===== src/rtl/fspg_consts.svh =====
// constants for the flash self-program guard
// Summary of operation
// - store from application section never starts programming
// - boot-section store may target any flash page
// - halt depends only on programmed page region
// - concurrent region programming keeps CPU running
// - stalling region programming halts CPU throughout
// - boot section always inside stalling region
// - busy bit reads one while region blocked
// - lock bits clear only by chip erase or reset
// - general lock modes never gate self-programming
// - lock bit one unprogrammed, reset unrestricted
// - application pair 11 allows everything
// - application pair 10/00 blocks stores
// - application pair 00 blocks stores and loads
// - application pair 00/01 blocks boot loads
// - application pair 00/01 masks interrupts
// - boot pair 11 allows everything
// - boot pair 10/00 blocks stores
// - boot pair 00/01 blocks application loads
// - boot pair 00/01 masks interrupts
// - boot-size fuses set section boundary
`ifndef FSPG_CONSTS_SVH
`define FSPG_CONSTS_SVH
`define FSPG_ADDR_W       15
`define FSPG_FLASH_WORDS  16'h4000
`define FSPG_STALL_BASE   15'h3800
`define FSPG_BOOT_MAX     15'h0800
`define FSPG_BLOCK_VALUE  16'hFFFF
`define FSPG_LOCK_UNPROG  2'h3
`define FSPG_OFS_CTRL     4'h0
`define FSPG_OFS_STATUS   4'h4
`define FSPG_OFS_LOCK     4'h8
`define FSPG_CTRL_CLRBUSY 0
`define FSPG_CTRL_ERASE   1
`define FSPG_ST_BUSY      0
`define FSPG_ST_HALT      1
`define FSPG_ST_PROG      2
`define FSPG_ST_REFUSED   3
`endif


===== src/rtl/fspg_pkg.sv =====
// types for the flash self-program guard
package fspg_pkg;
  typedef enum logic [1:0] {
    FSPG_IDLE  = 2'b00,
    FSPG_PROG  = 2'b01,
    FSPG_DONE  = 2'b10
  } fspg_state_type;
endpackage


===== src/rtl/fspg_lock_decode.sv =====
// decodes one lock-bit pair into its permissions
`timescale 1ns/10ps
module fspg_lock_decode (
  input  wire logic [1:0] lock_pair,
  output logic            store_block,
  output logic            load_block,
  output logic            irq_block
);
  // bit high is unprogrammed; 11 leaves the section open
  always_comb begin
    store_block = ~lock_pair[0];
    load_block  = ~lock_pair[1];
    irq_block   = ~lock_pair[1];
    if (lock_pair == 2'h3) begin
      store_block = 1'b0;
      load_block  = 1'b0;
      irq_block   = 1'b0;
    end
  end
endmodule


===== src/rtl/fspg_top.sv =====
// access guard and stall control for flash self-programming
`timescale 1ns/10ps
`include "fspg_consts.svh"
module fspg_top
  import fspg_pkg::*;
#(
  parameter int ADDR_W    = `FSPG_ADDR_W,
  parameter int PROG_CYC  = 4000
) (
  input  wire logic              clk,
  input  wire logic              reset_n,
  input  wire logic              clk_en,
  // cpu side
  input  wire logic [ADDR_W-1:0] pc_addr,
  input  wire logic              store_req,
  input  wire logic [ADDR_W-1:0] store_addr,
  input  wire logic              load_req,
  input  wire logic [ADDR_W-1:0] load_addr,
  input  wire logic              vectors_in_boot,
  output logic                   cpu_halt,
  output logic                   irq_mask,
  output logic [15:0]            load_data,
  output logic                   load_valid,
  // flash side
  input  wire logic [15:0]       flash_rdata,
  output logic                   flash_prog,
  output logic [ADDR_W-1:0]      flash_prog_addr,
  input  wire logic [1:0]        boot_size_fuses,
  input  wire logic              chip_erase,
  // avalon-mm slave
  input  wire logic [3:0]        avs_address,
  input  wire logic              avs_read,
  input  wire logic              avs_write,
  input  wire logic [31:0]       avs_writedata,
  output logic [31:0]            avs_readdata,
  output logic                   avs_waitrequest
);
  localparam logic [ADDR_W-1:0] STALL_BASE = `FSPG_STALL_BASE;
  localparam logic [ADDR_W-1:0] BOOT_MAX   = `FSPG_BOOT_MAX;
  localparam logic [ADDR_W-1:0] TOP_ADDR   = ADDR_W'(`FSPG_FLASH_WORDS - 1);
  localparam int CNT_W = $clog2(PROG_CYC + 1);

  fspg_state_type        state_r, state_nxt;
  logic [CNT_W-1:0]      cnt_r, cnt_nxt;
  logic [ADDR_W-1:0]     paddr_r, paddr_nxt;
  logic                  pstall_r, pstall_nxt;
  logic                  busy_r, busy_nxt;
  logic                  refused_r, refused_nxt;
  logic [1:0]            app_lock_r, app_lock_nxt;
  logic [1:0]            boot_lock_r, boot_lock_nxt;
  logic [15:0]           ldata_r, ldata_nxt;
  logic                  lvalid_r, lvalid_nxt;
  logic [31:0]           rdata_r, rdata_nxt;
  logic                  ack_r, ack_nxt;
  logic [ADDR_W-1:0]     boot_base;
  logic                  pc_boot, st_boot, ld_boot, ld_conc;
  logic                  app_st_blk, app_ld_blk, app_irq_blk;
  logic                  boot_st_blk, boot_ld_blk, boot_irq_blk;
  logic                  store_ok, load_ok;
  logic                  acc;

  // boot section grows down from the top, never below stall base
  always_comb begin
    unique case (boot_size_fuses)
      2'b11:   boot_base = TOP_ADDR - ADDR_W'(15'h00FF);
      2'b10:   boot_base = TOP_ADDR - ADDR_W'(15'h01FF);
      2'b01:   boot_base = TOP_ADDR - ADDR_W'(15'h03FF);
      default: boot_base = TOP_ADDR - (BOOT_MAX - ADDR_W'(1));
    endcase
    if (boot_base < STALL_BASE)
      boot_base = STALL_BASE;
  end

  assign pc_boot = (pc_addr >= boot_base);
  assign st_boot = (store_addr >= boot_base);
  assign ld_boot = (load_addr >= boot_base);
  assign ld_conc = (load_addr < STALL_BASE);

  fspg_lock_decode u_app (
    .lock_pair   (app_lock_r),
    .store_block (app_st_blk),
    .load_block  (app_ld_blk),
    .irq_block   (app_irq_blk)
  );

  fspg_lock_decode u_boot (
    .lock_pair   (boot_lock_r),
    .store_block (boot_st_blk),
    .load_block  (boot_ld_blk),
    .irq_block   (boot_irq_blk)
  );

  // boot and application lock pairs gate self-programming; no general lock input exists
  always_comb begin
    store_ok = pc_boot;
    if (st_boot && boot_st_blk)
      store_ok = 1'b0;
    if (!st_boot && app_st_blk)
      store_ok = 1'b0;
    if (state_r != FSPG_IDLE)
      store_ok = 1'b0;
    load_ok = 1'b1;
    if (pc_boot && !ld_boot && app_ld_blk)
      load_ok = 1'b0;
    if (!pc_boot && ld_boot && boot_ld_blk)
      load_ok = 1'b0;
    if (ld_conc && busy_r)
      load_ok = 1'b0;
  end

  always_comb begin
    irq_mask = 1'b0;
    if (vectors_in_boot && !pc_boot && app_irq_blk)
      irq_mask = 1'b1;
    if (!vectors_in_boot && pc_boot && boot_irq_blk)
      irq_mask = 1'b1;
  end

  assign acc = avs_read | avs_write;

  always_comb begin
    state_nxt     = state_r;
    cnt_nxt       = cnt_r;
    paddr_nxt     = paddr_r;
    pstall_nxt    = pstall_r;
    busy_nxt      = busy_r;
    refused_nxt   = refused_r;
    app_lock_nxt  = app_lock_r;
    boot_lock_nxt = boot_lock_r;
    ldata_nxt     = ldata_r;
    lvalid_nxt    = 1'b0;
    rdata_nxt     = rdata_r;
    ack_nxt       = 1'b0;
    unique case (state_r)
      FSPG_IDLE: begin
        if (store_req) begin
          if (store_ok) begin
            state_nxt  = FSPG_PROG;
            cnt_nxt    = CNT_W'(PROG_CYC);
            paddr_nxt  = store_addr;
            pstall_nxt = (store_addr >= STALL_BASE);
            if (store_addr < STALL_BASE)
              busy_nxt = 1'b1;
          end else begin
            refused_nxt = 1'b1;
          end
        end
      end
      FSPG_PROG: begin
        if (cnt_r <= CNT_W'(1))
          state_nxt = FSPG_DONE;
        else
          cnt_nxt = cnt_r - CNT_W'(1);
      end
      FSPG_DONE: begin
        state_nxt  = FSPG_IDLE;
        pstall_nxt = 1'b0;
      end
      default: state_nxt = FSPG_IDLE;
    endcase
    if (load_req) begin
      lvalid_nxt = 1'b1;
      if (load_ok) begin
        ldata_nxt = flash_rdata;
      end else begin
        ldata_nxt   = `FSPG_BLOCK_VALUE;
        refused_nxt = 1'b1;
      end
    end
    // avalon slave: one wait cycle, answer on the second
    if (acc && !ack_r) begin
      ack_nxt = 1'b1;
      if (avs_read) begin
        unique case (avs_address)
          `FSPG_OFS_STATUS: rdata_nxt = {28'h0, refused_r,
                                         state_r != FSPG_IDLE,
                                         cpu_halt, busy_r};
          `FSPG_OFS_LOCK:   rdata_nxt = {24'h0, boot_lock_r, 2'h0,
                                         app_lock_r, 2'h0};
          default:          rdata_nxt = 32'h0;
        endcase
      end
    end
    // a write lands at the edge that sees waitrequest low
    if (avs_write && ack_r) begin
      if (avs_address == `FSPG_OFS_CTRL) begin
        if (avs_writedata[`FSPG_CTRL_CLRBUSY] && state_r == FSPG_IDLE
            && !(store_req && store_ok))
          busy_nxt = 1'b0;
        if (avs_writedata[`FSPG_CTRL_ERASE] == 1'b0)
          refused_nxt = 1'b0;
      end else if (avs_address == `FSPG_OFS_LOCK) begin
        // writes may only program bits, never release them
        app_lock_nxt  = app_lock_r & avs_writedata[3:2];
        boot_lock_nxt = boot_lock_r & avs_writedata[7:6];
      end
    end
    // hardware set wins over a software clear in the same cycle
    if (store_req && !store_ok && state_r == FSPG_IDLE)
      refused_nxt = 1'b1;
    if (load_req && !load_ok)
      refused_nxt = 1'b1;
    if (chip_erase) begin
      app_lock_nxt  = `FSPG_LOCK_UNPROG;
      boot_lock_nxt = `FSPG_LOCK_UNPROG;
    end
  end

  always_ff @(posedge clk) begin
    if (!reset_n) begin
      state_r     <= FSPG_IDLE;
      cnt_r       <= '0;
      paddr_r     <= '0;
      pstall_r    <= 1'b0;
      busy_r      <= 1'b0;
      refused_r   <= 1'b0;
      app_lock_r  <= `FSPG_LOCK_UNPROG;
      boot_lock_r <= `FSPG_LOCK_UNPROG;
      ldata_r     <= 16'h0000;
      lvalid_r    <= 1'b0;
      rdata_r     <= 32'h0000_0000;
      ack_r       <= 1'b0;
    end else if (clk_en) begin
      state_r     <= state_nxt;
      cnt_r       <= cnt_nxt;
      paddr_r     <= paddr_nxt;
      pstall_r    <= pstall_nxt;
      busy_r      <= busy_nxt;
      refused_r   <= refused_nxt;
      app_lock_r  <= app_lock_nxt;
      boot_lock_r <= boot_lock_nxt;
      ldata_r     <= ldata_nxt;
      lvalid_r    <= lvalid_nxt;
      rdata_r     <= rdata_nxt;
      ack_r       <= ack_nxt;
    end
  end

  assign cpu_halt        = pstall_r && (state_r == FSPG_PROG);
  assign flash_prog      = (state_r == FSPG_PROG);
  assign flash_prog_addr = paddr_r;
  assign load_data       = ldata_r;
  assign load_valid      = lvalid_r;
  assign avs_readdata    = rdata_r;
  assign avs_waitrequest = acc & ~ack_r;
endmodule

===== config.mk =====
export PLATFORM = sky130hd
export DESIGN_NAME = fspg_top
export DESIGN_NICKNAME = d
export VERILOG_FILES = /design/src/rtl/fspg_pkg.sv /design/src/rtl/fspg_lock_decode.sv /design/src/rtl/fspg_top.sv
export VERILOG_INCLUDE_DIRS = /design/src /design/src/rtl
export SDC_FILE = /design/constraint.sdc
export NUM_CORES = 1
export LEC_CHECK = 0
export CORE_UTILIZATION = 25
export CTS_CLUSTER_DIAMETER = 150
export DETAILED_ROUTE_END_ITERATION = 10
export DONT_BUFFER_PORTS = 1
export PLACE_DENSITY = 0.41
export SETUP_SLACK_MARGIN = 0.02
export SLEW_MARGIN = 40
export SYNTH_ARGS = -nofsm -noshare
export SYNTH_HDL_FRONTEND = slang
export SYNTH_SLANG_ARGS = --single-unit

===== constraint.sdc =====
create_clock -name clk -period 3.3 [get_ports clk]
set_clock_uncertainty 0.1 [all_clocks]
set_input_delay 0.33 -clock clk [delete_from_list [all_inputs] [get_ports clk]]
set_output_delay 0.33 -clock clk [all_outputs]
set_load 0.05 [all_outputs]

==> metrics.yaml <==
place_congestion: 0.729
reg2reg_slack_ns: 1.07
grt_pass1_wl_um: 12000
maxSlewViolCount: 0
synth_top_area_share: 0.392
synth-seq-cells: 60
grt_use_total: 0.124
syn_inst: 340
p_per_area_nw_per_um2: 577
critPathMaxFanout: 6
area_delta_synth_final_pct: 11.9
layout.nets: 464
clkTransAtPathRegs_ns: 0.05
timing_hold_violations_final: 0
route.detailed.drc: 0
total_power_mw: 1.98
finalNonFillerCells: 497
p_leak_nw: 1.46
grt.overflow.total: 0
clkSinkCount: 60
met2_usage: 0.197
slowest_delay_ns: 0.62
worstPathArrival_ns: 2.18
first_pass_iters: 4
synth_area_leaders: "dfxtp_1 (39%), buf_4 (6.4%), mux2i_1 (5.6%), o311a_1 (5.2%), nor2_1 (4.7%)"
cts_htree_levels: 3
setup_ws_ns: 0.693
fin_crit_sh: 0.790
yosys_warnings: 0
dp_slack_ns: 0.507
synth_enable_flop_cells: 0
post-synth-top-area-cell: "dfxtp_1"
tns_ns: 0
worstMarginPinSlew_ns: 0.767
met3_usage: 0.0621
cp-end-kind: "output pin"
antenna_found_initial: 0
crit_required_ns: 2.87
max-slew-margin-rel: 0.486
hp-class: "in -> reg"
dr.first_iter.drc_count: 102
hpwl_um: 5610
ys.flop_type: "dfxtp_1"
critPathLaunchType: "input pin"
wl_per_cell_um: 15.0
cts_buffer_depth: 2
ir_drop_mv: 0.405
max_freq_mhz: 384
coreArea_um2: 12000
grt.met1_usage: 0.142
cp_cell_sequence: "nor2_1 > ha_1 > nor4b_1 > nand4_1 > a31oi_1 > nand2_1 > o21ai_1 > buf_4"
ios: 176
initial_core_util: 0.256
fin_util: 0.286
insertion_delay_ns: 0.33
ant_nets: 0
crit_type: "in -> out"
num_rows: 40
die_area_um2: 12700
die_w_um: 113
drive_gt1_frac: 0.0943
numPortBuffers: 0
die_y_um: 113
outcome: "finished clean"
syn_area_um2: 3060
cp_slowest_cell: "a31oi_1"
wl_um: 7470
ys_types: 54
root_buffer: "clkbuf_16"
max-cap-violations: 0
via_count: 2341
grt_busiest_layer: "met2"
grt_max_degree: 35
syn_avg_cell_area_um2: 9.00
placedCellCount: 480
n_antenna_cell: 0
grt_setup_unrepaired: "no"
setup_viol: 0
post-route-min-period_ns: 2.61
grt_pass1_vias: 2263
via_per_inst: 4.71
cts_tree: "done"
seq_area_frac_synth: 0.392
n_fill_cell: 1308
numCtsBuffers: 9
synthArstFlopShare: 0
-- where the power goes --
part	switching (mW)	total, mW	internal [mW]
registers	0.0991	0.859	0.760
clock network	0.312	0.880	0.568
logic	0.161	0.236	0.0745
total	0.573	1.98	1.40
-- logic make-up after synthesis --
family | synth area share
other cells | 0.00122
mux | 0.0556
buf+inv | 0.105
compound gates | 0.147
flops | 0.392
simple gates | 0.226
fa+ha+maj | 0.0450
xor+xnor | 0.0286
-- cell type report --
class / count / area [µm²] / area share
repair buffers: 9 / 70.1 / 0.0205
inverters: 11 / 41.3 / 0.0121
well taps: 147 / 184 / 0.0537
clock buffers: 15 / 278 / 0.0811
multi-input cells: 254 / 1650 / 0.480
flip-flops and latches: 60 / 1200 / 0.351
clock inverters: 1 / 5.00 / 0.00146
-- cells in the final DEF (no fill, tap or decap), types with 4 or more instances in the layout --
cell type | Yosys | routed
clkbuf_16 | 0 | 9
nand2_1 | 19 | 18
ha_1 | 11 | 11
and2_1 | 5 | 5
xor2_1 | 9 | 9
mux2i_1 | 17 | 17
nor2_1 | 38 | 37
nor4_1 | 7 | 7
conb_1 | 1 | 26
buf_4 | 26 | 8
nand3_1 | 11 | 11
o311a_1 | 16 | 16
nor2b_1 | 4 | 4
nand2b_1 | 21 | 21
o21ai_0 | 11 | 10
a21oi_1 | 13 | 13
dfxtp_1 | 60 | 60
inv_1 | 10 | 10
nand3b_1 | 6 | 6
-- per-stage QoR --
step / hold WS (ns) / area (µm²)
2_1_floorplan: 0.353 / 3160
3_3_place_gp: 0.364 / 3130
3_5_place_dp: 0.365 / 3130
4_1_cts: 0.00304 / 3420
5_1_grt: 0.0134 / 3420
6_report: 0.0271 / 3420
-- timing repair --
item	in CTS	in global routing
hold endpoints to repair	1	0
hold buffers	1	0
gates resized for setup	0	0
endpoints found under the setup margin	0	0
setup buffers	0	0
-- final timing paths --
path | startpoint | to | depth (start not counted)
hold / removal | reset_n | load_data[8] | 1
setup / recovery | boot_size_fuses[0] | irq_mask | 8
hold reg to reg | state_r[0] | state_r[0] | 2
setup reg to reg | cnt_r[0] | cnt_r[8] | 8
-- registers in the layout (all words and copies together), names as in the netlist --
name and flops:
cnt_r 12, busy_r 1, load_data 16, refused_r 1
load_valid 1, ack_r 1, avs_readdata 6, boot_lock_r 2
pstall_r 1, app_lock_r 2, state_r 2, flash_prog_addr 15
-- cells in the mapped netlist (all sizes together), types with 2 or more instances --
cell type and instances:
a21oi 14, a22oi 3, a31oi 2, and2 5, and3 2, buf 31, clkbuf 9, dfxtp 60
ha 11, inv 10, mux2i 17, nand2 20, nand2b 21, nand3 12, nand3b 6, nand4 3
nor2 38, nor2b 4, nor3 3, nor4 8, nor4b 2, o21ai 11, o2bb2ai 2, o311a 16
xor2 9
-- critical path: cells and delay by family --
family,cells,cell delay [ns]
buffers and inverters,1,0.21
AO/OA/AOI/OAI,2,0.72
AND/OR/NAND/NOR,4,0.72
adder cells (fa/ha/maj),1,0.18
-- per-layer routing --
layer | vias up | routed length, µm
li1 | 1166 | -
met1 | 1070 | 3160
met2 | 98 | 3450
met3 | 7 | 754
met4 | 0 | 104
met5 | - | 0
Note: power is estimated with default switching activity, not from simulation.
